==> src/pkg/pcg_pkg.sv <==
// Constants and types for the port clock gate and soft reset block
package pcg_pkg;
  localparam int unsigned DW = 32;
  localparam int unsigned AW = 12;
  localparam int unsigned NPORT = 8;
  // Register byte offsets
  localparam logic [AW-1:0] OFF_SOFT_RST0 = 12'h040;
  localparam logic [AW-1:0] OFF_DS_GATE = 12'h128;
  localparam logic [AW-1:0] OFF_INT_STAT = 12'h150;
  localparam logic [AW-1:0] OFF_INT_MASK = 12'h154;
  // Reset values
  localparam logic [DW-1:0] RST_SOFT_RST0 = 32'h0000_0000;
  localparam logic [NPORT-1:0] RST_DS_GATE = 8'h00;
  localparam logic [1:0] RST_INT = 2'h0;
  // Soft reset field positions
  localparam int unsigned BIT_ADC_RST = 16;
  localparam int unsigned BIT_HIBERNATION_RESET = 6;
  localparam int unsigned BIT_WATCHDOG_RESET = 3;
  localparam logic [DW-1:0] SOFT_RST0_IMPL = 32'h0001_0048;
  // Interrupt status fields
  localparam int unsigned IRQ_GATED_ACCESS = 0;
  localparam int unsigned IRQ_RST_BLOCKED = 1;
  localparam int unsigned NIRQ = 2;
  // Power modes
  typedef enum logic [2:0] {
    MODE_RUN   = 3'b001,
    MODE_SLEEP = 3'b010,
    MODE_DEEP  = 3'b100
  } pcg_mode_t;
endpackage

==> src/pkg/pcg_reg_if.sv <==
// Register access carrier between the bus slave and the register file
`timescale 1ns/1ps
`default_nettype none
interface pcg_reg_if;
  logic                   wr;
  logic [pcg_pkg::AW-1:0] addr;
  logic [pcg_pkg::DW-1:0] wdata;
  logic [pcg_pkg::DW-1:0] rdata;
  logic                   hit;
  modport slv (output wr, output addr, output wdata, input rdata, input hit);
  modport regs (input wr, input addr, input wdata, output rdata, output hit);
endinterface
`default_nettype wire

==> src/hdl/pcg_apb_slave.sv <==
// APB slave front end with zero wait states
`timescale 1ns/1ps
`default_nettype none
module pcg_apb_slave (
  input  wire logic                   clk_i,
  input  wire logic                   rst_n_i,
  input  wire logic                   psel_i,
  input  wire logic                   penable_i,
  input  wire logic                   pwrite_i,
  input  wire logic [pcg_pkg::AW-1:0] paddr_i,
  input  wire logic [pcg_pkg::DW-1:0] pwdata_i,
  output logic      [pcg_pkg::DW-1:0] prdata_o,
  output logic                        pready_o,
  output logic                        pslverr_o,
  pcg_reg_if.slv                      rif
);
  logic [pcg_pkg::DW-1:0] prdata_q;

  assign rif.addr  = paddr_i;
  assign rif.wdata = pwdata_i;
  assign rif.wr    = psel_i & penable_i & pwrite_i & rif.hit;
  assign pready_o  = 1'b1;
  assign pslverr_o = psel_i & penable_i & ~rif.hit;
  assign prdata_o  = prdata_q;

  // Read data captured in the setup cycle
  always_ff @(posedge clk_i or negedge rst_n_i)
  begin
    if (!rst_n_i)
      prdata_q <= '0;
    else if (psel_i && !penable_i)
      prdata_q <= pwrite_i ? '0 : rif.rdata;
  end
endmodule
`default_nettype wire

==> src/hdl/pcg_gate_sel.sv <==
// Chooses the active port clock gate set from the power mode
`timescale 1ns/1ps
`default_nettype none
module pcg_gate_sel #(
  parameter int unsigned N = 8
) (
  input  wire logic              auto_i,
  input  wire pcg_pkg::pcg_mode_t mode_i,
  input  wire logic [N-1:0]      run_i,
  input  wire logic [N-1:0]      sleep_i,
  input  wire logic [N-1:0]      deep_i,
  output logic      [N-1:0]      en_o
);
  always_comb
  begin
    en_o = run_i;
    if (auto_i)
    begin
      unique case (mode_i)
        pcg_pkg::MODE_RUN:   en_o = run_i;
        pcg_pkg::MODE_SLEEP: en_o = sleep_i;
        pcg_pkg::MODE_DEEP:  en_o = deep_i;
        default:             en_o = run_i;
      endcase
    end
  end
endmodule
`default_nettype wire

==> src/hdl/pcg_top.sv <==
// Port clock gating for deep sleep and peripheral soft reset controls
`timescale 1ns/1ps
`default_nettype none
module pcg_top #(
  parameter int unsigned NPORT = pcg_pkg::NPORT
) (
  input  wire logic                   CLK_I,
  input  wire logic                   RST_N_I,
  input  wire logic                   PSEL_I,
  input  wire logic                   PENABLE_I,
  input  wire logic                   PWRITE_I,
  input  wire logic [pcg_pkg::AW-1:0] PADDR_I,
  input  wire logic [pcg_pkg::DW-1:0] PWDATA_I,
  output logic      [pcg_pkg::DW-1:0] PRDATA_O,
  output logic                        PREADY_O,
  output logic                        PSLVERR_O,
  input  wire logic [NPORT-1:0]       RUN_GATE_I,
  input  wire logic [NPORT-1:0]       SLEEP_GATE_I,
  input  wire logic                   AUTO_GATING_I,
  input  wire logic                   SLEEP_I,
  input  wire logic                   DEEP_SLEEP_I,
  input  wire logic [pcg_pkg::DW-1:0] CAP_MASK_I,
  input  wire logic [NPORT-1:0]       PORT_ACCESS_I,
  output logic                        BUS_FAULT_O,
  output logic      [NPORT-1:0]       PORT_CLK_EN_O,
  output logic                        ADC_RST_O,
  output logic                        HIBERNATION_RESET_O,
  output logic                        WATCHDOG_RESET_O,
  output logic                        IRQ_O
);
  pcg_reg_if rif ();

  logic [pcg_pkg::DW-1:0] soft_rst_q;
  logic [NPORT-1:0]       ds_gate_q;
  logic [NPORT-1:0]       port_en_q;
  logic [NPORT-1:0]       port_en_d;
  logic [pcg_pkg::NIRQ-1:0] int_stat_q;
  logic [pcg_pkg::NIRQ-1:0] int_mask_q;
  logic [pcg_pkg::NIRQ-1:0] evt;
  pcg_pkg::pcg_mode_t     mode_q;
  pcg_pkg::pcg_mode_t     mode_d;
  logic                   wr_rst;
  logic                   wr_ds;
  logic                   wr_stat;
  logic                   wr_mask;
  logic [pcg_pkg::DW-1:0] rst_wmask;

  function automatic logic [pcg_pkg::DW-1:0] zext_port(input logic [NPORT-1:0] v);
    logic [pcg_pkg::DW-1:0] r;
    r = '0;
    r[NPORT-1:0] = v;
    return r;
  endfunction

  function automatic logic [pcg_pkg::DW-1:0] zext_irq(input logic [pcg_pkg::NIRQ-1:0] v);
    logic [pcg_pkg::DW-1:0] r;
    r = '0;
    r[pcg_pkg::NIRQ-1:0] = v;
    return r;
  endfunction

  pcg_apb_slave u_apb (
    .clk_i     (CLK_I),
    .rst_n_i   (RST_N_I),
    .psel_i    (PSEL_I),
    .penable_i (PENABLE_I),
    .pwrite_i  (PWRITE_I),
    .paddr_i   (PADDR_I),
    .pwdata_i  (PWDATA_I),
    .prdata_o  (PRDATA_O),
    .pready_o  (PREADY_O),
    .pslverr_o (PSLVERR_O),
    .rif       (rif.slv)
  );

  // Address decode
  assign wr_rst  = rif.wr && rif.addr == pcg_pkg::OFF_SOFT_RST0;
  assign wr_ds   = rif.wr && rif.addr == pcg_pkg::OFF_DS_GATE;
  assign wr_stat = rif.wr && rif.addr == pcg_pkg::OFF_INT_STAT;
  assign wr_mask = rif.wr && rif.addr == pcg_pkg::OFF_INT_MASK;

  always_comb
  begin
    rif.hit   = 1'b1;
    rif.rdata = '0;
    unique case (rif.addr)
      pcg_pkg::OFF_SOFT_RST0: rif.rdata = soft_rst_q;
      pcg_pkg::OFF_DS_GATE:   rif.rdata = zext_port(ds_gate_q);
      pcg_pkg::OFF_INT_STAT:  rif.rdata = zext_irq(int_stat_q);
      pcg_pkg::OFF_INT_MASK:  rif.rdata = zext_irq(int_mask_q);
      default:                rif.hit = 1'b0;
    endcase
  end

  // Deep-sleep gate register, one bit per port
  always_ff @(posedge CLK_I or negedge RST_N_I)
  begin
    if (!RST_N_I)
      ds_gate_q <= pcg_pkg::RST_DS_GATE;
    else if (wr_ds)
      ds_gate_q <= rif.wdata[NPORT-1:0];
  end

  // Soft reset register, writes masked by capability
  assign rst_wmask = CAP_MASK_I & pcg_pkg::SOFT_RST0_IMPL;

  always_ff @(posedge CLK_I or negedge RST_N_I)
  begin
    if (!RST_N_I)
      soft_rst_q <= pcg_pkg::RST_SOFT_RST0;
    else if (wr_rst)
      soft_rst_q <= (rif.wdata & rst_wmask) | (soft_rst_q & ~rst_wmask);
  end

  // Reset controls to units
  assign ADC_RST_O = soft_rst_q[pcg_pkg::BIT_ADC_RST];
  assign HIBERNATION_RESET_O = soft_rst_q[pcg_pkg::BIT_HIBERNATION_RESET];
  assign WATCHDOG_RESET_O = soft_rst_q[pcg_pkg::BIT_WATCHDOG_RESET];

  // Power mode tracking, deep sleep has priority
  always_comb
  begin
    mode_d = pcg_pkg::MODE_RUN;
    if (DEEP_SLEEP_I)
      mode_d = pcg_pkg::MODE_DEEP;
    else if (SLEEP_I)
      mode_d = pcg_pkg::MODE_SLEEP;
  end

  always_ff @(posedge CLK_I or negedge RST_N_I)
  begin
    if (!RST_N_I)
      mode_q <= pcg_pkg::MODE_RUN;
    else
      mode_q <= mode_d;
  end

  pcg_gate_sel #(
    .N (NPORT)
  ) u_sel (
    .auto_i  (AUTO_GATING_I),
    .mode_i  (mode_q),
    .run_i   (RUN_GATE_I),
    .sleep_i (SLEEP_GATE_I),
    .deep_i  (ds_gate_q),
    .en_o    (port_en_d)
  );

  // Registered port clock enables
  always_ff @(posedge CLK_I or negedge RST_N_I)
  begin
    if (!RST_N_I)
      port_en_q <= '0;
    else
      port_en_q <= port_en_d;
  end

  assign PORT_CLK_EN_O = port_en_q;
  assign BUS_FAULT_O = |(PORT_ACCESS_I & ~port_en_q);

  // Interrupt events
  assign evt[pcg_pkg::IRQ_GATED_ACCESS] = BUS_FAULT_O;
  assign evt[pcg_pkg::IRQ_RST_BLOCKED] =
    wr_rst && |(rif.wdata & pcg_pkg::SOFT_RST0_IMPL & ~CAP_MASK_I);

  // Sticky status, write one to clear, set wins
  always_ff @(posedge CLK_I or negedge RST_N_I)
  begin
    if (!RST_N_I)
      int_stat_q <= pcg_pkg::RST_INT;
    else if (wr_stat)
      int_stat_q <= (int_stat_q & ~rif.wdata[pcg_pkg::NIRQ-1:0]) | evt;
    else
      int_stat_q <= int_stat_q | evt;
  end

  always_ff @(posedge CLK_I or negedge RST_N_I)
  begin
    if (!RST_N_I)
      int_mask_q <= pcg_pkg::RST_INT;
    else if (wr_mask)
      int_mask_q <= rif.wdata[pcg_pkg::NIRQ-1:0];
  end

  assign IRQ_O = |(int_stat_q & int_mask_q);

  // Checks
  logic apb_wr;
  assign apb_wr = PSEL_I & PENABLE_I & PWRITE_I;
endmodule
`default_nettype wire

==> config.mk <==
export PLATFORM = sky130hd
export DESIGN_NAME = pcg_top
export DESIGN_NICKNAME = d
export VERILOG_FILES = /design/src/pkg/pcg_pkg.sv /design/src/pkg/pcg_reg_if.sv /design/src/hdl/pcg_apb_slave.sv /design/src/hdl/pcg_gate_sel.sv /design/src/hdl/pcg_top.sv
export SDC_FILE = /design/constraint.sdc
export NUM_CORES = 1
export LEC_CHECK = 0
export ABC_AREA = 0
export BUFFER_PORTS_ARGS = -buffer_cell sky130_fd_sc_hd__buf_2
export CORE_MARGIN = 10
export CORE_UTILIZATION = 52
export CTS_CLUSTER_DIAMETER = 50
export DETAILED_ROUTE_END_ITERATION = 10
export HOLD_SLACK_MARGIN = 0.15
export PLACE_DENSITY = 0.95
export SLEW_MARGIN = 20
export SYNTH_ARGS = -nofsm -noshare
export SYNTH_HDL_FRONTEND = slang
export SYNTH_HIERARCHICAL = 1
export SYNTH_SLANG_ARGS = --single-unit
==> constraint.sdc <==
create_clock -name CLK_I -period 4.3 [get_ports CLK_I]
set_input_delay 0.43 -clock CLK_I [delete_from_list [all_inputs] [get_ports CLK_I]]
set_output_delay 0.43 -clock CLK_I [all_outputs]
set_load 0.05 [all_outputs]
==> flow_metrics.env, run 1 <==
export IMPL_hold_viol=0
export IMPL_fin_total_pwr_mw=1.31
export IMPL_wirelength_um=7130
export IMPL_clk_root_buffer_cell="clkbuf_8"
export IMPL_slew_headroom_pct=59.1
export IMPL_max_clock_freq_mhz=335
export IMPL_power_switching_mw=0.421
export IMPL_antenna_cells_inserted=0
export IMPL_route_detailed_vias_per_inst=4.81
export IMPL_number_of_buffers_between_clock_root_and_the_deepest_sink=2
export IMPL_crit_path_max_fanout=7
export IMPL_min_period_over_period_pct=69.4
export IMPL_post_cts_resized=0
export IMPL_port_buffer_count=101
export IMPL_power_switching_share_pct=32.2
export IMPL_floorplan_rows=28
export IMPL_drtPass1Iterations=4
export IMPL_cts_made_buffers=9
export IMPL_floorplan_die_area_um2=9660
export IMPL_half_perimeter_wire_length_after_detailed_placement_um=5570
export IMPL_finalInstanceArea_um2=3790
export IMPL_tritoncts="yes"
export IMPL_clock_power_share_pct=31.1
export IMPL_run_status="finished, final reports clean"
export IMPL_synth_cells=262
export IMPL_place_area_um2=3620
export IMPL_total_of_max_cap_violations=0
export IMPL_dieHeight_um=98.3
export IMPL_fin_tns_setup_ns=0
export IMPL_power_density_cell_area_nw_per_um2=345
export IMPL_cp_data_required_time_ns=4.51
export IMPL_drt_initial_drc_count=32
export IMPL_syn_avg_cell_area_um2=12.2
export IMPL_worst_slew_pin_slew_ns=0.612
export IMPL_postCtsSetupBuffers=0
export IMPL_dpl_cell_count=430
export IMPL_core_area_um2=5920
export IMPL_drc=0
export IMPL_synthToLayoutAreaGrowth_pct=18.9
export IMPL_rsz0062_at_grt="false"
export IMPL_grt_max_degree=34
export IMPL_power_share_combinational_pct=23.1
export IMPL_seqPwrFrac_pct=45.8
export IMPL_critPathCaptureType="flop"
export IMPL_setup_worst_path_class="in2reg"
export IMPL_maxSlewViolCount=0
export IMPL_wire_length_of_the_first_global_routing_pass_um=12000
export IMPL_crit_path_start_kind="input pin"
export IMPL_num_io_pins=155
export IMPL_worst_ir_drop_vdd_mv=0.201
export IMPL_overflow=0
export IMPL_power_static_leakage_nw=2.04
export IMPL_report_final_setup_viol=0
export IMPL_grt_pass1_vias=2369
export IMPL_total_via_count_after_detailed_routing=2152
export IMPL_data_arrival_time_at_the_worst_slack_endpoint_ns=3.20
export IMPL_timing_final_crit_period_ns=2.99
export IMPL_wl_per_cell_um=15.9
export IMPL_clk_pin_slew_worst_paths_ns=0.07
export IMPL_cts_sinks=58
export IMPL_finalClockSkew_ns=0.00785
export IMPL_h_tree_level_count=3
export IMPL_final_instance_count_excl_fill=447
export IMPL_drt_antenna_violating_nets=0
export IMPL_hp_class="in2reg"
export IMPL_clock_latency_ns=0.33
export IMPL_synth_yosys_warnings=6
export IMPL_globalplace_congestion=0.835
export IMPL_layout_drive_gt1_share_pct=49.7
export IMPL_layout_nets=475
export IMPL_die_width_um=98.3
export IMPL_start_util_pct=53.8
export IMPL_grt_antenna_before_repair=0
export IMPL_synthesis_area_um2=3190
export IMPL_intPower_mw=0.887
export IMPL_total_global_route_track_usage_pct=15.0
-- power by group through the flow --
stage	registers (mW)	logic, mW	clock network (mW)
after floorplan	0.724	0.118	0
after global placement	0.606	0.295	0
after detailed placement	0.609	0.303	0
after CTS	0.599	0.304	0.419
after global routing	0.603	0.321	0.454
final	0.599	0.301	0.407
-- final cells by class --
| type | instances | area [um2] |
|---|---|---|
| Timing Repair Buffer | 106 | 566 |
| Multi-Input combinational cell | 175 | 1460 |
| Inverter | 17 | 63.8 |
| Tap cell | 75 | 93.8 |
| Clock buffer | 12 | 135 |
| Fill cell | 497 | 2130 |
| Sequential cell | 58 | 1450 |
| Clock inverter | 4 | 20.0 |
-- worst max-delay path, stage by stage --
cell	delay, ns
buf_2	0.09
or4_1	0.67
nor4b_4	0.50
a211o_2	0.19
nand2_1	0.05
nor2_1	0.11
buf_4	0.17
inv_1	0.05
or4_2	0.67
o21ai_0	0.18
a21oi_1	0.08
-- placed cells by master (no fill, tap or decap), drive strengths merged, types with 4 or more instances in the layout --
master	instances
clkinv	4
nor2b	34
buf	105
o22ai	4
o21ai	10
clkbuf	12
nand2	6
nand2b	4
inv	17
nor2	5
dfrtp	57
a22oi	8
nand3	5
mux2	46
conb	24
and2	5
-- metrics by stage --
| step | util [%] | worst slack [ns] | hold WS, ns |
|---|---|---|---|
| final | 64.0 | 1.31 | 0.216 |
| after global routing | 64.0 | 1.11 | 0.205 |
| after CTS | 64.0 | 1.33 | 0.207 |
| after detailed placement | 61.2 | 0.985 | 0.482 |
| after global placement | 60.7 | 1.02 | 0.474 |
| after floorplan | - | 1.06 | 0.134 |
-- path summary, 6_finish.rpt --
kind                                          from            endpoint  depth (start not counted)  slack (ns)
worst max-delay path                    PADDR_I[7]       int_stat_q[1]                         11        1.31
worst min-delay path                       SLEEP_I           mode_q[0]                          2        0.22
worst max register to register           mode_q[0]    PORT_CLK_EN_O[2]                          3        2.78
worst min register to register  u_apb/prdata_o[31]  u_apb/prdata_o[31]                          1        0.50
max in group asynchronous                  RST_N_I           mode_q[0]                          3        2.79
min in group asynchronous                  RST_N_I  u_apb/prdata_o[18]                          2        0.65
-- per-layer routing --
| metal | part of all wire, % | vias up | GRT usage, % |
|---|---|---|---|
| li1 | - | 1062 | - |
| met1 | 42 | 1016 | 17.8 |
| met2 | 49 | 63 | 24.4 |
| met3 | 7.2 | 11 | 5.71 |
| met4 | 1.4 | 0 | 5.51 |
| met5 | 0 | - | 0 |
-- what timing repair did --
action                                  4_1_cts  5_1_grt
hold buffers                                  1        0
endpoints found under the setup margin        0        0
endpoints found under the hold margin        28        0
-- flip-flops by register name, indices dropped and copies added, names as in the netlist, named ones only --
name / cells
PORT_CLK_EN_O: 8
ds_gate_q: 8
int_mask_q: 2
int_stat_q: 2
mode_q: 3
u_apb/prdata_o: 32
(Power assumes the default switching activity.)
==> run 2, diff against run 1 <==
--- a/config.mk
+++ b/config.mk
@@ -8,11 +8,11 @@
 export ABC_AREA = 0
 export BUFFER_PORTS_ARGS = -buffer_cell sky130_fd_sc_hd__buf_2
 export CORE_MARGIN = 10
-export CORE_UTILIZATION = 52
+export CORE_UTILIZATION = 43
 export CTS_CLUSTER_DIAMETER = 50
 export DETAILED_ROUTE_END_ITERATION = 10
 export HOLD_SLACK_MARGIN = 0.15
-export PLACE_DENSITY = 0.95
+export PLACE_DENSITY = 0.88
 export SLEW_MARGIN = 20
 export SYNTH_ARGS = -nofsm -noshare
 export SYNTH_HDL_FRONTEND = slang
==> constraint.sdc (replaced) <==
create_clock -name CLK_I -period 2.4 [get_ports CLK_I]
set_input_delay 0.24 -clock CLK_I [delete_from_list [all_inputs] [get_ports CLK_I]]
set_output_delay 0.24 -clock CLK_I [all_outputs]
set_load 0.05 [all_outputs]
==> run 2 against run 1 <==
  * Worst hold slack got worse by 0.048 ns
  * Combinational power rose by 91%
  * Setup slack got worse by 1.1 ns
  * Largest power group unchanged
==> flow_metrics.env, run 2 (synthesis results as in run 1) <==
export IMPL_run_status="finished, final reports clean"
export IMPL_overflow=0
export IMPL_data_arrival_time_at_the_worst_slack_endpoint_ns=2.35
export IMPL_finalClockSkew_ns=0.0111
export IMPL_seqPwrFrac_pct=42.3
export IMPL_clk_pin_slew_worst_paths_ns=0.07
export IMPL_postCtsSetupBuffers=0
export IMPL_final_instance_count_excl_fill=502
export IMPL_most_common_layout_cells="101 x buf_2, 57 x dfrtp_1, 33 x nor2b_1"
export IMPL_power_switching_share_pct=30.9
export IMPL_timing_hold_worst_start="PWDATA_I[6]"
export IMPL_grt_antenna_before_repair=0
export IMPL_dpl_cell_count=463
export IMPL_clock_latency_ns=0.33
export IMPL_ff_to_ff_path_depth=4
export IMPL_min_period_over_period_pct=89.1
export IMPL_cts_sinks=58
export IMPL_total_via_count_after_detailed_routing=2293
export IMPL_report_final_setup_viol=0
export IMPL_power_density_cell_area_nw_per_um2=614
export IMPL_hp_class="in2reg"
export IMPL_die_width_um=106
export IMPL_hold_viol=0
export IMPL_dieHeight_um=106
export IMPL_largest_register_ffs=32
export IMPL_reg2reg_setup_slack_ns=0.35
export IMPL_critical_path_buf_inv_count=3
export IMPL_wirelength_um=7830
export IMPL_antenna_cells_inserted=0
export IMPL_core_area_um2=7210
export IMPL_crit_path_start_kind="input pin"
export IMPL_wl_per_cell_um=15.6
export IMPL_num_io_pins=155
export IMPL_worst_slew_pin_slew_ns=0.558
export IMPL_floorplan_die_area_um2=11300
export IMPL_slowest_delay_ns=0.57
export IMPL_wire_length_of_the_first_global_routing_pass_um=12600
export IMPL_slew_headroom_pct=62.8
export IMPL_critPathCaptureType="flop"
export IMPL_fin_tns_setup_ns=0
export IMPL_floorplan_rows=31
export IMPL_grt_pass1_vias=2515
export IMPL_drtPass1Iterations=4
export IMPL_cts_made_buffers=9
export IMPL_critical_path_slowest_cell="or4_4"
export IMPL_drt_antenna_violating_nets=0
export IMPL_grt_max_degree=33
export IMPL_timing_final_crit_period_ns=2.14
export IMPL_cp_data_required_time_ns=2.62
export IMPL_total_of_max_cap_violations=0
export IMPL_timing_rr_end="PORT_CLK_EN_O[5]"
export IMPL_multi_input_comb_area_um2=1460
export IMPL_setup_worst_path_class="in2reg"
export IMPL_worst_setup_path_startpoint="PADDR_I[10]"
export IMPL_critPathTopFamily="simple AND/OR/NAND/NOR gates"
export IMPL_worst_ir_drop_vdd_mv=0.335
export IMPL_start_util_pct=44.2
export IMPL_rsz0062_at_grt="false"
export IMPL_h_tree_level_count=3
export IMPL_maxSlewViolCount=0
export IMPL_tritoncts="yes"
export IMPL_max_clock_freq_mhz=468
export IMPL_crit_path_max_fanout=3
export IMPL_half_perimeter_wire_length_after_detailed_placement_um=6040
export IMPL_port_buffer_count=101
export IMPL_synthToLayoutAreaGrowth_pct=29.7
export IMPL_drt_initial_drc_count=48
export IMPL_intPower_mw=1.75
export IMPL_layout_nets=506
export IMPL_total_global_route_track_usage_pct=14.1
export IMPL_clock_power_share_pct=35.0
export IMPL_critical_path_cell_chain="buf_2, or4_4, buf_4, nor2_1, a211o_2, nand2_1, nor2_1, inv_2, or4_4, o21ai_1, a21oi_1"
export IMPL_number_of_buffers_between_clock_root_and_the_deepest_sink=2
export IMPL_power_share_combinational_pct=22.7
export IMPL_r2r_startpoint="mode_q[2]"
export IMPL_layout_drive_gt1_share_pct=49.1
export IMPL_layout_commonest_cell="buf_2"
export IMPL_timing_hold_worst_path_depth=2
export IMPL_seqCellArea_um2=1450
export IMPL_drc=0
export IMPL_route_detailed_vias_per_inst=4.57
export IMPL_clk_root_buffer_cell="clkbuf_8"
export IMPL_globalplace_congestion=0.851
export IMPL_power_static_leakage_nw=2.19
export IMPL_power_switching_mw=0.784
export IMPL_filler_cell_count=629
run 2: cell count changes in the layout (fill, tap and decap cells not counted), sizes merged:
cell | before | now
buf | 105 | 114
dlygate4sd3 | 1 | 23
bufinv | 0 | 1
clkbuf | 12 | 11
run 2: stage by stage:
step | hold slack, ns | instance area, um2 | util, % | power, mW | worst slack (ns)
detailed placement | 0.264 | 3710 | 51.4 | 1.64 | -0.0845
floorplan | -0.0556 | 3290 | - | 1.51 | -0.344
finish | 0.168 | 4130 | 57.3 | 2.54 | 0.262
CTS | 0.153 | 4120 | 57.1 | 2.56 | 0.283
global route | 0.152 | 4130 | 57.3 | 2.65 | 0.156
global placement | 0.255 | 3710 | 51.4 | 1.62 | -0.0242
run 2: layout make-up:
cell class                 count  share of cell area, %
clock inverter                 5                   1.30
tap                           99                   3.00
inverter                      17                   1.54
sequential                    58                   35.1
clock buffer                  11                   3.42
timing repair buffer         137                   20.2
multi-input combinational    175                   35.4
run 2: metal layers:
layer | wire length, um | vias up | track usage (%)
met4 | 229 | 0 | 7.16
met2 | 3920 | 83 | 23.9
li1 | - | 1123 | -
met5 | 0 | - | 0
met1 | 3110 | 1067 | 15.0
met3 | 564 | 20 | 5.43
run 2: power by group through the flow:
stage	clock (mW)	combinational (mW)	sequential, mW
after floorplan	0	0.214	1.30
after global routing	0.956	0.613	1.08
after detailed placement	0	0.547	1.09
final	0.889	0.576	1.07
after CTS	0.914	0.578	1.07
after global placement	0	0.535	1.09
run 2: worst max-delay path by stage:
stage                         end  slack [ns]  depth (start not counted)
floorplan           int_stat_q[1]       -0.34                         12
global placement    int_stat_q[1]       -0.02                         10
detailed placement  int_stat_q[1]       -0.08                         11
CTS                 int_stat_q[1]        0.28                         11
global route        int_stat_q[1]        0.16                         10
finish              int_stat_q[1]        0.26                         11
run 2: worst reg2reg max path, stage by stage (launching register included):
cell	delay, ns
dfrtp_1	0.38
and4bb_1	0.47
or2_1	0.43
o21ai_2	0.08
dlygate4sd3_1	0.57
run 2: repair_timing:
| action | 4_1_cts | 5_1_grt |
|---|---|---|
| endpoints found under the hold margin | 39 | 1 |
| resized for setup | 0 | 0 |
| hold buffers | 22 | 1 |
